## config.mk

```make
export PLATFORM = sky130hd
export DESIGN_NAME = usd_shadow_port
export DESIGN_NICKNAME = d
export VERILOG_FILES = /design/src/common/usd_pkg.sv /design/src/design/usd_shadow_port.sv /design/src/design/usd_rx.sv /design/src/design/usd_tx.sv
export SDC_FILE = /design/constraint.sdc
export NUM_CORES = 1
export LEC_CHECK = 0
export BUFFER_PORTS_ARGS = -buffer_cell sky130_fd_sc_hd__buf_2
export CORE_MARGIN = 2
export CORE_UTILIZATION = 35
export CTS_BUF_LIST = sky130_fd_sc_hd__clkbuf_8
export CTS_CLUSTER_DIAMETER = 40
export CTS_CLUSTER_SIZE = 20
export DETAILED_ROUTE_END_ITERATION = 10
export GPL_TIMING_DRIVEN = 0
export HOLD_SLACK_MARGIN = 0.08
export PLACE_DENSITY = 0.51
export RECOVER_POWER = 50
export SLEW_MARGIN = 0
export SYNTH_ARGS = -nofsm -noshare
export SYNTH_HDL_FRONTEND = slang
export SYNTH_SLANG_ARGS = --single-unit
```

## constraint.sdc

```tcl
create_clock -name clk -period 2.95 [get_ports clk]
set_input_delay 0 -clock clk [delete_from_list [all_inputs] [get_ports clk]]
set_output_delay 0 -clock clk [all_outputs]
set_load 0.05 [all_outputs]
```

## src/common/usd_pkg.sv

```systemverilog
package usd_pkg;
    // Sixteen word aliases of the same data path
    localparam logic [31:0] ALIAS_BASE = 32'h5000_1130;
    localparam logic [31:0] ALIAS_LAST = 32'h5000_116c;
    localparam logic [31:0] UART_SECOND_SHADOW_DATA_ALIAS_13 = 32'h5000_1164;
    localparam logic [31:0] CTRL_OFS = 32'h5000_1180;
    localparam logic [31:0] LSR_OFS = 32'h5000_1184;
    localparam logic [31:0] ISR_OFS = 32'h5000_1188;
    localparam logic [31:0] IMR_OFS = 32'h5000_118c;
    localparam logic [31:0] DIV_OFS = 32'h5000_1190;
    localparam int CTRL_FIFO_EN_BIT = 0;
    localparam int CTRL_IR_BIT = 1;
    localparam int LSR_DR_BIT = 0;
    localparam int LSR_OE_BIT = 1;
    localparam int LSR_TX_HOLDING_EMPTY_FLAG_BIT = 5;
    localparam int LSR_TEMT_BIT = 6;
    localparam int INT_RX_BIT = 0;
    localparam int INT_OE_BIT = 1;
    localparam int INT_TX_HOLDING_EMPTY_FLAG_BIT = 2;
    localparam logic [7:0] DATA_RESET = 8'h00;
    localparam logic [1:0] CTRL_RESET = 2'h0;
    localparam logic [2:0] INT_RESET = 3'h0;
    localparam logic [15:0] DIV_RESET = 16'h000b;
    localparam int TX_DEPTH_DEF = 16;
    localparam int RX_DEPTH_DEF = 16;
    localparam logic [3:0] TICK_LAST = 4'hf;
    localparam logic [3:0] TICK_MID = 4'h7;
    localparam logic [3:0] IR_PULSE_TICKS = 4'h3;
    localparam logic [2:0] BIT_LAST = 3'h7;
    localparam logic [4:0] IR_STRETCH = 5'h10;
    typedef enum logic [1:0] {
        SER_IDLE = 2'b00,
        SER_START = 2'b01,
        SER_DATA = 2'b10,
        SER_STOP = 2'b11
    } usd_ser_state_t;
endpackage

```

## src/design/usd_shadow_port.sv

```systemverilog
`timescale 1ns/1ns
module usd_shadow_port #(
    parameter int TX_DEPTH = usd_pkg::TX_DEPTH_DEF,
    parameter int RX_DEPTH = usd_pkg::RX_DEPTH_DEF
) (
    input wire logic clk,
    input wire logic resetn,
    input wire logic [31:0] addr,
    input wire logic [31:0] wr_data,
    input wire logic wr_en,
    input wire logic rd_en,
    output logic [31:0] rd_data,
    input wire logic sin,
    input wire logic sir_in,
    output logic sout,
    output logic sir_out_n,
    output logic irq
);
    localparam int TPW = $clog2(TX_DEPTH);
    localparam int RPW = $clog2(RX_DEPTH);
    localparam int TCW = $clog2(TX_DEPTH + 1);
    localparam int RCW = $clog2(RX_DEPTH + 1);

    generate
        if (TX_DEPTH < 2 || RX_DEPTH < 2) begin : g_bad_depth
            $error("FIFO depths must be at least 2");
        end
    endgenerate

    logic fifo_en, ir_mode;
    logic [2:0] isr, imr;
    logic [15:0] div, div_cnt;
    logic tick;
    logic sin_s1, sin_s2, ir_s1, ir_s2;
    logic [4:0] ir_hold;
    logic rx_line, rx_valid;
    logic [7:0] rx_byte;
    logic [7:0] rxq [RX_DEPTH];
    logic [7:0] txq [TX_DEPTH];
    logic [RPW-1:0] rx_rd, rx_wr;
    logic [TPW-1:0] tx_rd, tx_wr;
    logic [RCW-1:0] rx_cnt;
    logic [TCW-1:0] tx_cnt;
    logic overrun_flag;
    logic tx_busy, tx_line;
    logic [3:0] tx_phase;

    // Address decode
    logic alias_hit, alias_rd, alias_wr, ctrl_wr, lsr_rd, isr_wr, imr_wr, div_wr;
    assign alias_hit = addr >= usd_pkg::ALIAS_BASE && addr <= usd_pkg::ALIAS_LAST
        && addr[1:0] == 2'b00;
    assign alias_rd = rd_en && alias_hit;
    assign alias_wr = wr_en && alias_hit;
    assign ctrl_wr = wr_en && addr == usd_pkg::CTRL_OFS;
    assign lsr_rd = rd_en && addr == usd_pkg::LSR_OFS;
    assign isr_wr = wr_en && addr == usd_pkg::ISR_OFS;
    assign imr_wr = wr_en && addr == usd_pkg::IMR_OFS;
    assign div_wr = wr_en && addr == usd_pkg::DIV_OFS;

    // FIFO state and status
    logic rx_full, tx_full, rx_dr, tx_tx_holding_empty_flag, rx_pop, rx_push, tx_pop, tx_push;
    logic rx_ovr_ev, fifo_flip;
    logic [7:0] rx_head, tx_head;
    // FIFO off behaves as a one-entry queue pinned at slot 0
    assign rx_full = fifo_en ? (rx_cnt == RCW'(RX_DEPTH)) : (rx_cnt != '0);
    assign tx_full = fifo_en ? (tx_cnt == TCW'(TX_DEPTH)) : (tx_cnt != '0);
    assign rx_dr = rx_cnt != '0;
    assign tx_tx_holding_empty_flag = tx_cnt == '0;
    assign rx_head = rxq[rx_rd];
    assign tx_head = txq[tx_rd];
    assign rx_pop = alias_rd && rx_dr;
    assign rx_push = rx_valid && (!rx_full || rx_pop || !fifo_en);
    assign rx_ovr_ev = rx_valid && rx_full && !rx_pop;
    assign tx_pop = !tx_busy && !tx_tx_holding_empty_flag;
    assign tx_push = alias_wr && (!tx_full || tx_pop || !fifo_en);
    assign fifo_flip = ctrl_wr && wr_data[usd_pkg::CTRL_FIFO_EN_BIT] != fifo_en;

    always_ff @(posedge clk or negedge resetn) begin
        if (!resetn) begin
            fifo_en <= usd_pkg::CTRL_RESET[usd_pkg::CTRL_FIFO_EN_BIT];
            ir_mode <= usd_pkg::CTRL_RESET[usd_pkg::CTRL_IR_BIT];
            imr <= usd_pkg::INT_RESET;
            div <= usd_pkg::DIV_RESET;
        end else begin
            if (ctrl_wr) begin
                fifo_en <= wr_data[usd_pkg::CTRL_FIFO_EN_BIT];
                ir_mode <= wr_data[usd_pkg::CTRL_IR_BIT];
            end
            if (imr_wr) begin
                imr <= wr_data[2:0];
            end
            if (div_wr) begin
                div <= wr_data[15:0];
            end
        end
    end

    // 16x bit-rate enable; divisor 0 behaves as 1
    always_ff @(posedge clk or negedge resetn) begin
        if (!resetn) begin
            div_cnt <= 16'h0000;
            tick <= 1'b0;
        end else begin
            tick <= div_cnt == 16'h0000;
            div_cnt <= (div_cnt == 16'h0000) ? div - 16'h0001 : div_cnt - 16'h0001;
            if (div == 16'h0000) begin
                div_cnt <= 16'h0000;
            end
        end
    end

    always_ff @(posedge clk or negedge resetn) begin
        if (!resetn) begin
            sin_s1 <= 1'b1;
            sin_s2 <= 1'b1;
            ir_s1 <= 1'b0;
            ir_s2 <= 1'b0;
        end else begin
            sin_s1 <= sin;
            sin_s2 <= sin_s1;
            ir_s1 <= sir_in;
            ir_s2 <= ir_s1;
        end
    end

    // Short infrared pulses stretched to one bit so mid-bit sampling sees them
    always_ff @(posedge clk or negedge resetn) begin
        if (!resetn) begin
            ir_hold <= 5'h00;
        end else if (ir_s2) begin
            ir_hold <= usd_pkg::IR_STRETCH;
        end else if (tick && ir_hold != 5'h00) begin
            ir_hold <= ir_hold - 5'h01;
        end
    end
    assign rx_line = ir_mode ? (ir_hold == 5'h00) : sin_s2;

    usd_rx u_rx (
        .clk(clk),
        .resetn(resetn),
        .tick(tick),
        .line(rx_line),
        .data(rx_byte),
        .valid(rx_valid)
    );

    // Receive queue; cleared so an alias read before any character returns zero
    always_ff @(posedge clk or negedge resetn) begin
        if (!resetn) begin
            for (int i = 0; i < RX_DEPTH; i++) begin
                rxq[i] <= usd_pkg::DATA_RESET;
            end
        end else if (rx_push) begin
            rxq[fifo_en ? rx_wr : '0] <= rx_byte;
        end
    end

    always_ff @(posedge clk or negedge resetn) begin
        if (!resetn) begin
            rx_rd <= '0;
            rx_wr <= '0;
            rx_cnt <= '0;
        end else if (fifo_flip) begin
            rx_rd <= '0;
            rx_wr <= '0;
            rx_cnt <= '0;
        end else begin
            if (fifo_en && rx_pop) begin
                rx_rd <= (rx_rd == RPW'(RX_DEPTH - 1)) ? '0 : rx_rd + 1'b1;
            end
            if (fifo_en && rx_push) begin
                rx_wr <= (rx_wr == RPW'(RX_DEPTH - 1)) ? '0 : rx_wr + 1'b1;
            end
            if (rx_push && !rx_pop && !rx_full) begin
                rx_cnt <= rx_cnt + 1'b1;
            end else if (rx_pop && !rx_push) begin
                rx_cnt <= rx_cnt - 1'b1;
            end
        end
    end

    // Transmit queue
    always_ff @(posedge clk) begin
        if (tx_push) begin
            txq[fifo_en ? tx_wr : '0] <= wr_data[7:0];
        end
    end

    always_ff @(posedge clk or negedge resetn) begin
        if (!resetn) begin
            tx_rd <= '0;
            tx_wr <= '0;
            tx_cnt <= '0;
        end else if (fifo_flip) begin
            tx_rd <= '0;
            tx_wr <= '0;
            tx_cnt <= '0;
        end else begin
            if (fifo_en && tx_pop) begin
                tx_rd <= (tx_rd == TPW'(TX_DEPTH - 1)) ? '0 : tx_rd + 1'b1;
            end
            if (fifo_en && tx_push) begin
                tx_wr <= (tx_wr == TPW'(TX_DEPTH - 1)) ? '0 : tx_wr + 1'b1;
            end
            // Replacing the held character leaves the count alone
            if (tx_push && !tx_pop && !tx_full) begin
                tx_cnt <= tx_cnt + 1'b1;
            end else if (tx_pop && !tx_push) begin
                tx_cnt <= tx_cnt - 1'b1;
            end
        end
    end

    usd_tx u_tx (
        .clk(clk),
        .resetn(resetn),
        .tick(tick),
        .start(tx_pop),
        .data(tx_head),
        .busy(tx_busy),
        .line(tx_line),
        .phase(tx_phase)
    );

    // Infrared zero is a low pulse of 3/16 bit; idle serial line parks high
    always_ff @(posedge clk or negedge resetn) begin
        if (!resetn) begin
            sout <= 1'b1;
            sir_out_n <= 1'b1;
        end else begin
            sout <= ir_mode ? 1'b1 : tx_line;
            sir_out_n <= !(ir_mode && !tx_line && tx_phase < usd_pkg::IR_PULSE_TICKS);
        end
    end

    // Overrun: cleared by reading line status, a new event wins
    always_ff @(posedge clk or negedge resetn) begin
        if (!resetn) begin
            overrun_flag <= 1'b0;
        end else if (rx_ovr_ev) begin
            overrun_flag <= 1'b1;
        end else if (lsr_rd) begin
            overrun_flag <= 1'b0;
        end
    end

    // Sticky events, write one to clear, set wins
    logic tx_holding_empty_flag_q;
    logic [2:0] int_ev;
    always_ff @(posedge clk or negedge resetn) begin
        if (!resetn) begin
            tx_holding_empty_flag_q <= 1'b1;
        end else begin
            tx_holding_empty_flag_q <= tx_tx_holding_empty_flag;
        end
    end
    assign int_ev = {tx_tx_holding_empty_flag && !tx_holding_empty_flag_q, rx_ovr_ev, rx_push};

    always_ff @(posedge clk or negedge resetn) begin
        if (!resetn) begin
            isr <= usd_pkg::INT_RESET;
            irq <= 1'b0;
        end else begin
            isr <= (isr & ~(isr_wr ? wr_data[2:0] : 3'h0)) | int_ev;
            irq <= |(isr & imr);
        end
    end

    // Read port, data one cycle after the strobe
    logic [7:0] lsr_val;
    assign lsr_val = {1'b0, tx_tx_holding_empty_flag && !tx_busy, tx_tx_holding_empty_flag, 3'h0, overrun_flag, rx_dr};

    always_ff @(posedge clk or negedge resetn) begin
        if (!resetn) begin
            rd_data <= 32'h0000_0000;
        end else if (rd_en) begin
            if (alias_hit) begin
                rd_data <= {24'h00_0000, rx_head};
            end else if (addr == usd_pkg::CTRL_OFS) begin
                rd_data <= {30'h0000_0000, ir_mode, fifo_en};
            end else if (addr == usd_pkg::LSR_OFS) begin
                rd_data <= {24'h00_0000, lsr_val};
            end else if (addr == usd_pkg::ISR_OFS) begin
                rd_data <= {29'h0000_0000, isr};
            end else if (addr == usd_pkg::IMR_OFS) begin
                rd_data <= {29'h0000_0000, imr};
            end else if (addr == usd_pkg::DIV_OFS) begin
                rd_data <= {16'h0000, div};
            end else begin
                rd_data <= 32'h0000_0000;
            end
        end else begin
            rd_data <= 32'h0000_0000;
        end
    end
endmodule // usd_shadow_port

```

## src/design/usd_rx.sv

```systemverilog
`timescale 1ns/1ns
module usd_rx (
    input wire logic clk,
    input wire logic resetn,
    input wire logic tick,
    input wire logic line,
    output logic [7:0] data,
    output logic valid
);
    usd_pkg::usd_ser_state_t st;
    logic [3:0] tcnt;
    logic [2:0] bcnt;
    logic [7:0] shreg;

    always_ff @(posedge clk or negedge resetn) begin
        if (!resetn) begin
            st <= usd_pkg::SER_IDLE;
            tcnt <= 4'h0;
            bcnt <= 3'h0;
            shreg <= usd_pkg::DATA_RESET;
            data <= usd_pkg::DATA_RESET;
            valid <= 1'b0;
        end else begin
            valid <= 1'b0;
            if (tick) begin
                tcnt <= tcnt + 4'h1;
                case (st)
                    usd_pkg::SER_IDLE: begin
                        tcnt <= 4'h0;
                        if (!line) begin
                            st <= usd_pkg::SER_START;
                        end
                    end
                    usd_pkg::SER_START: begin
                        // Recheck at mid start bit to reject glitches
                        if (tcnt == usd_pkg::TICK_MID) begin
                            tcnt <= 4'h0;
                            bcnt <= 3'h0;
                            st <= line ? usd_pkg::SER_IDLE : usd_pkg::SER_DATA;
                        end
                    end
                    usd_pkg::SER_DATA: begin
                        if (tcnt == usd_pkg::TICK_LAST) begin
                            shreg <= {line, shreg[7:1]};
                            bcnt <= bcnt + 3'h1;
                            if (bcnt == usd_pkg::BIT_LAST) begin
                                st <= usd_pkg::SER_STOP;
                            end
                        end
                    end
                    usd_pkg::SER_STOP: begin
                        if (tcnt == usd_pkg::TICK_LAST) begin
                            st <= usd_pkg::SER_IDLE;
                            // Bad stop bit drops the character
                            if (line) begin
                                data <= shreg;
                                valid <= 1'b1;
                            end
                        end
                    end
                    default: st <= usd_pkg::SER_IDLE;
                endcase
            end
        end
    end
endmodule // usd_rx

```

## src/design/usd_tx.sv

```systemverilog
`timescale 1ns/1ns
module usd_tx (
    input wire logic clk,
    input wire logic resetn,
    input wire logic tick,
    input wire logic start,
    input wire logic [7:0] data,
    output logic busy,
    output logic line,
    output logic [3:0] phase
);
    usd_pkg::usd_ser_state_t st;
    logic [2:0] bcnt;
    logic [7:0] shreg;

    always_ff @(posedge clk or negedge resetn) begin
        if (!resetn) begin
            st <= usd_pkg::SER_IDLE;
            busy <= 1'b0;
            line <= 1'b1;
            phase <= 4'h0;
            bcnt <= 3'h0;
            shreg <= usd_pkg::DATA_RESET;
        end else begin
            case (st)
                usd_pkg::SER_IDLE: begin
                    if (start) begin
                        shreg <= data;
                        busy <= 1'b1;
                        line <= 1'b0;
                        phase <= 4'h0;
                        bcnt <= 3'h0;
                        st <= usd_pkg::SER_START;
                    end
                end
                usd_pkg::SER_START: begin
                    if (tick) begin
                        phase <= phase + 4'h1;
                        if (phase == usd_pkg::TICK_LAST) begin
                            line <= shreg[0];
                            st <= usd_pkg::SER_DATA;
                        end
                    end
                end
                usd_pkg::SER_DATA: begin
                    if (tick) begin
                        phase <= phase + 4'h1;
                        if (phase == usd_pkg::TICK_LAST) begin
                            bcnt <= bcnt + 3'h1;
                            shreg <= {1'b1, shreg[7:1]};
                            line <= (bcnt == usd_pkg::BIT_LAST) ? 1'b1 : shreg[1];
                            if (bcnt == usd_pkg::BIT_LAST) begin
                                st <= usd_pkg::SER_STOP;
                            end
                        end
                    end
                end
                usd_pkg::SER_STOP: begin
                    if (tick) begin
                        phase <= phase + 4'h1;
                        if (phase == usd_pkg::TICK_LAST) begin
                            busy <= 1'b0;
                            st <= usd_pkg::SER_IDLE;
                        end
                    end
                end
                default: st <= usd_pkg::SER_IDLE;
            endcase
        end
    end
endmodule // usd_tx

```

==> impl_metrics.env <==
export IMPL_fin_setup_tns_ps=0
export IMPL_start_util_pct=35.3
export IMPL_grt_pass1_vias=12168
export IMPL_layout_drive_gt1_share_pct=31.7
export IMPL_rows=84
export IMPL_clock_skew_ps=44.9
export IMPL_grt_util_all_layers_pct=17.3
export IMPL_ys_flop_type="dfrtp_1"
export IMPL_synth_seq_cells=398
export IMPL_die_width_um=234
export IMPL_yosysSeqAreaShare_pct=57.5
export IMPL_ios=105
export IMPL_synth_area_sq_um=18500
export IMPL_layout_cells_non_filler=2296
export IMPL_clk_latency_ps=690
export IMPL_fillers=4863
export IMPL_path_cells="or4_4 -> nor2_4 -> nor2b_4 -> a211o_4 -> fa_2 -> a21o_1 -> a21oi_2 -> mux2_4 -> mux2_2"
export IMPL_port_buffers=69
export IMPL_synthCells=1337
export IMPL_numCtsBuffers=60
export IMPL_drt_first_pass_iters=5
export IMPL_finalCriticalPeriod_ps=2930
export IMPL_cts_tree="built"
export IMPL_synth_avg_cell_area_sq_um=13.8
export IMPL_crit_arrival_ps=3470
export IMPL_viasPerCell=5.17
export IMPL_run_status="finished clean"
export IMPL_yosysWarnings=0
export IMPL_crit_fanout=3
export IMPL_clock_fmax_mhz=342
export IMPL_vias=11868
export IMPL_grt_pass1_wl_mm=72.0
export IMPL_drc=0
export IMPL_clockBufferDepth=3
export IMPL_dpl_hpwl_mm=31.1
export IMPL_ys_async_sr_fraction_pct=67.8
export IMPL_post_route_period_util_pct=99.2
export IMPL_worstMarginPinSlew_ps=1150
export IMPL_endpoint_kind="flip-flop"
export IMPL_grt_max_degree=118
export IMPL_layout_common_cells="dfrtp_1 (259), mux2_2 (130), edfxtp_1 (128)"
export IMPL_antenna_cells=0
export IMPL_drt_iter0_markers=778
export IMPL_drt_wl_total_mm=46.5
export IMPL_crit_required_ps=3500
export IMPL_slew_headroom_pct=23.3
export IMPL_fp_dieH_um=234
export IMPL_htree_levels=2
export IMPL_ir_drop_mv=0.395
export IMPL_power_mw=12.0
export IMPL_hold_viol=0
export IMPL_cpPeakStageDelay_ps=580
export IMPL_cts_sinks=398
export IMPL_p_leak_nw=9.38
export IMPL_placedCellCount=2111
export IMPL_cts_root_buffer="clkbuf_8"
export IMPL_ant_nets=0
export IMPL_hold_class="primary input to flip-flop"
export IMPL_crit_type="flip-flop to flip-flop"
export IMPL_synth_edf_count=128
export IMPL_die_area_sq_um=54600
export IMPL_antenna_found_initial=0
export IMPL_wl_per_cell_um=20.3
export IMPL_cellPowerDensity_nw_per_um2=541
export IMPL_slew_violations=0
export IMPL_gr_total_overflow=0
export IMPL_worst_setup_path_start_kind="flip-flop"
export IMPL_maxCapViolations=0
export IMPL_final_common_cell="dfrtp_1"
export IMPL_core_area_sq_um=52300
export IMPL_area_delta_synth_final_pct=19.6
export IMPL_gp_congestion=0.811
export IMPL_post_route_util_pct=42.2
export IMPL_cp_slowest_cell="or4_4"
export IMPL_fin_nets=1656
export IMPL_synth_distinct_cells=79
export IMPL_rsz0062_at_grt="yes"
export IMPL_finalSetupViolCount=0
export IMPL_clkTransAtPathRegs_ps=80
## cells by family after synthesis
| family | after synthesis | synth area share (%) |
|---|---|---|
| AO/OA/AOI/OAI | 184 | 6.73 |
| other | 1 | 0.0203 |
| XOR/XNOR | 24 | 1.14 |
| AND/OR/NAND/NOR | 310 | 8.88 |
| buffers and inverters | 112 | 2.80 |
| multiplexers | 278 | 20.9 |
| adder cells (fa/ha/maj) | 30 | 2.11 |
| flip-flops | 398 | 57.5 |
## path summary, 6_finish.rpt
| path | start | end | slack, ps | depth (start not counted) |
|---|---|---|---|---|
| worst max-delay path | rx_cnt[2]$_DFFE_PN0P_ | rx_cnt[4]$_DFFE_PN0P_ | 20 | 9 |
| worst min-delay path | addr[11] | rd_data[4]$_DFF_PN0_ | 90 | 6 |
| worst max register to register | rx_cnt[2]$_DFFE_PN0P_ | rx_cnt[4]$_DFFE_PN0P_ | 20 | 9 |
| worst min register to register | sin_s1$_DFF_PN1_ | sin_s2$_DFF_PN1_ | 360 | 0 |
| max in group asynchronous | resetn | rd_data[2]$_DFF_PN0_ | 360 | 5 |
| min in group asynchronous | resetn | sout$_DFF_PN1_ | 910 | 3 |
## layer usage
metal  vias up  global-route usage (%)  share of wire [%]
met5         -                       0                  0
li1       5451                       -                  -
met1      6124                    23.2                 44
met3        69                    2.91                4.1
met4         0                    5.24                2.3
met2       224                    28.7                 49
## critical path, delay by kind of cell, from the launching register on
kind                     cells  cell delay (ps)
AND/OR/NAND/NOR              3              790
AO/OA/AOI/OAI                3              670
multiplexers                 2              590
flip-flops                   1              390
adder cells (fa/ha/maj)      1              360
## cells in the mapped netlist, types with 17 or more instances
cell / number / area (sq um)
dfrtp_1: 261 / 6530
mux2_2: 131 / 1480
edfxtp_1: 128 / 3840
nand2_1: 81 / 304
nor2_1: 70 / 263
mux4_2: 59 / 1330
a21oi_1: 58 / 290
mux2i_1: 52 / 521
clkbuf_1: 50 / 188
mux2_4: 32 / 480
nand3_1: 32 / 160
o21ai_0: 31 / 155
ha_1: 28 / 350
inv_1: 23 / 86.3
buf_4: 21 / 158
or3_1: 20 / 125
o221ai_1: 17 / 149
## final cells by class
cell class / count / area, sq um / area share, %
well taps: 688 / 861 / 3.90
plain buffers: 83 / 453 / 2.05
repair buffers: 146 / 1040 / 4.73
flip-flops and latches: 398 / 10600 / 48.1
clock inverters: 51 / 546 / 2.47
multi-input cells: 842 / 7600 / 34.4
inverters: 25 / 98.8 / 0.448
clock buffers: 63 / 867 / 3.93
## repair_timing
item	in CTS	in global routing
setup endpoints to repair	83	138
resized for setup	37	41
hold buffers	55	0
hold endpoints to repair	336	0
buffers inserted	10	10
pin swaps	4	12
gates cloned	0	0
## sequential cells by signal, indices dropped and copies added (netlist names), 4 cells and up, named ones only
register and flops:
div 16, div_cnt 16, ir_hold 5, rd_data 16, rx_cnt 5, rx_rd 4, rx_wr 4, rxq 128
tx_cnt 5, tx_rd 4, tx_wr 4, txq 128, u_rx.data 8, u_rx.shreg 8, u_rx.tcnt 4, u_tx.phase 4
u_tx.shreg 8
## power by group
group | leakage (nW) | total (mW) | internal [mW] | switching, mW
logic | 3.85 | 0.838 | 0.337 | 0.501
clock network | 0.713 | 5.22 | 2.56 | 2.66
registers | 4.81 | 5.89 | 5.80 | 0.0923
total | 9.38 | 12.0 | 8.70 | 3.26
## metrics by stage
step / hold slack (ps) / area [sq um] / setup WS (ps)
6_report: 85.2 / 22100 / 24.4
5_1_grt: 92.1 / 22100 / -40.7
4_1_cts: 85.3 / 22000 / -45.5
3_5_place_dp: -46.3 / 19800 / -722
3_3_place_gp: 111 / 19700 / -3430
2_1_floorplan: -296 / 18500 / 0.979
No activity file was read; power rests on OpenSTA's default activity.
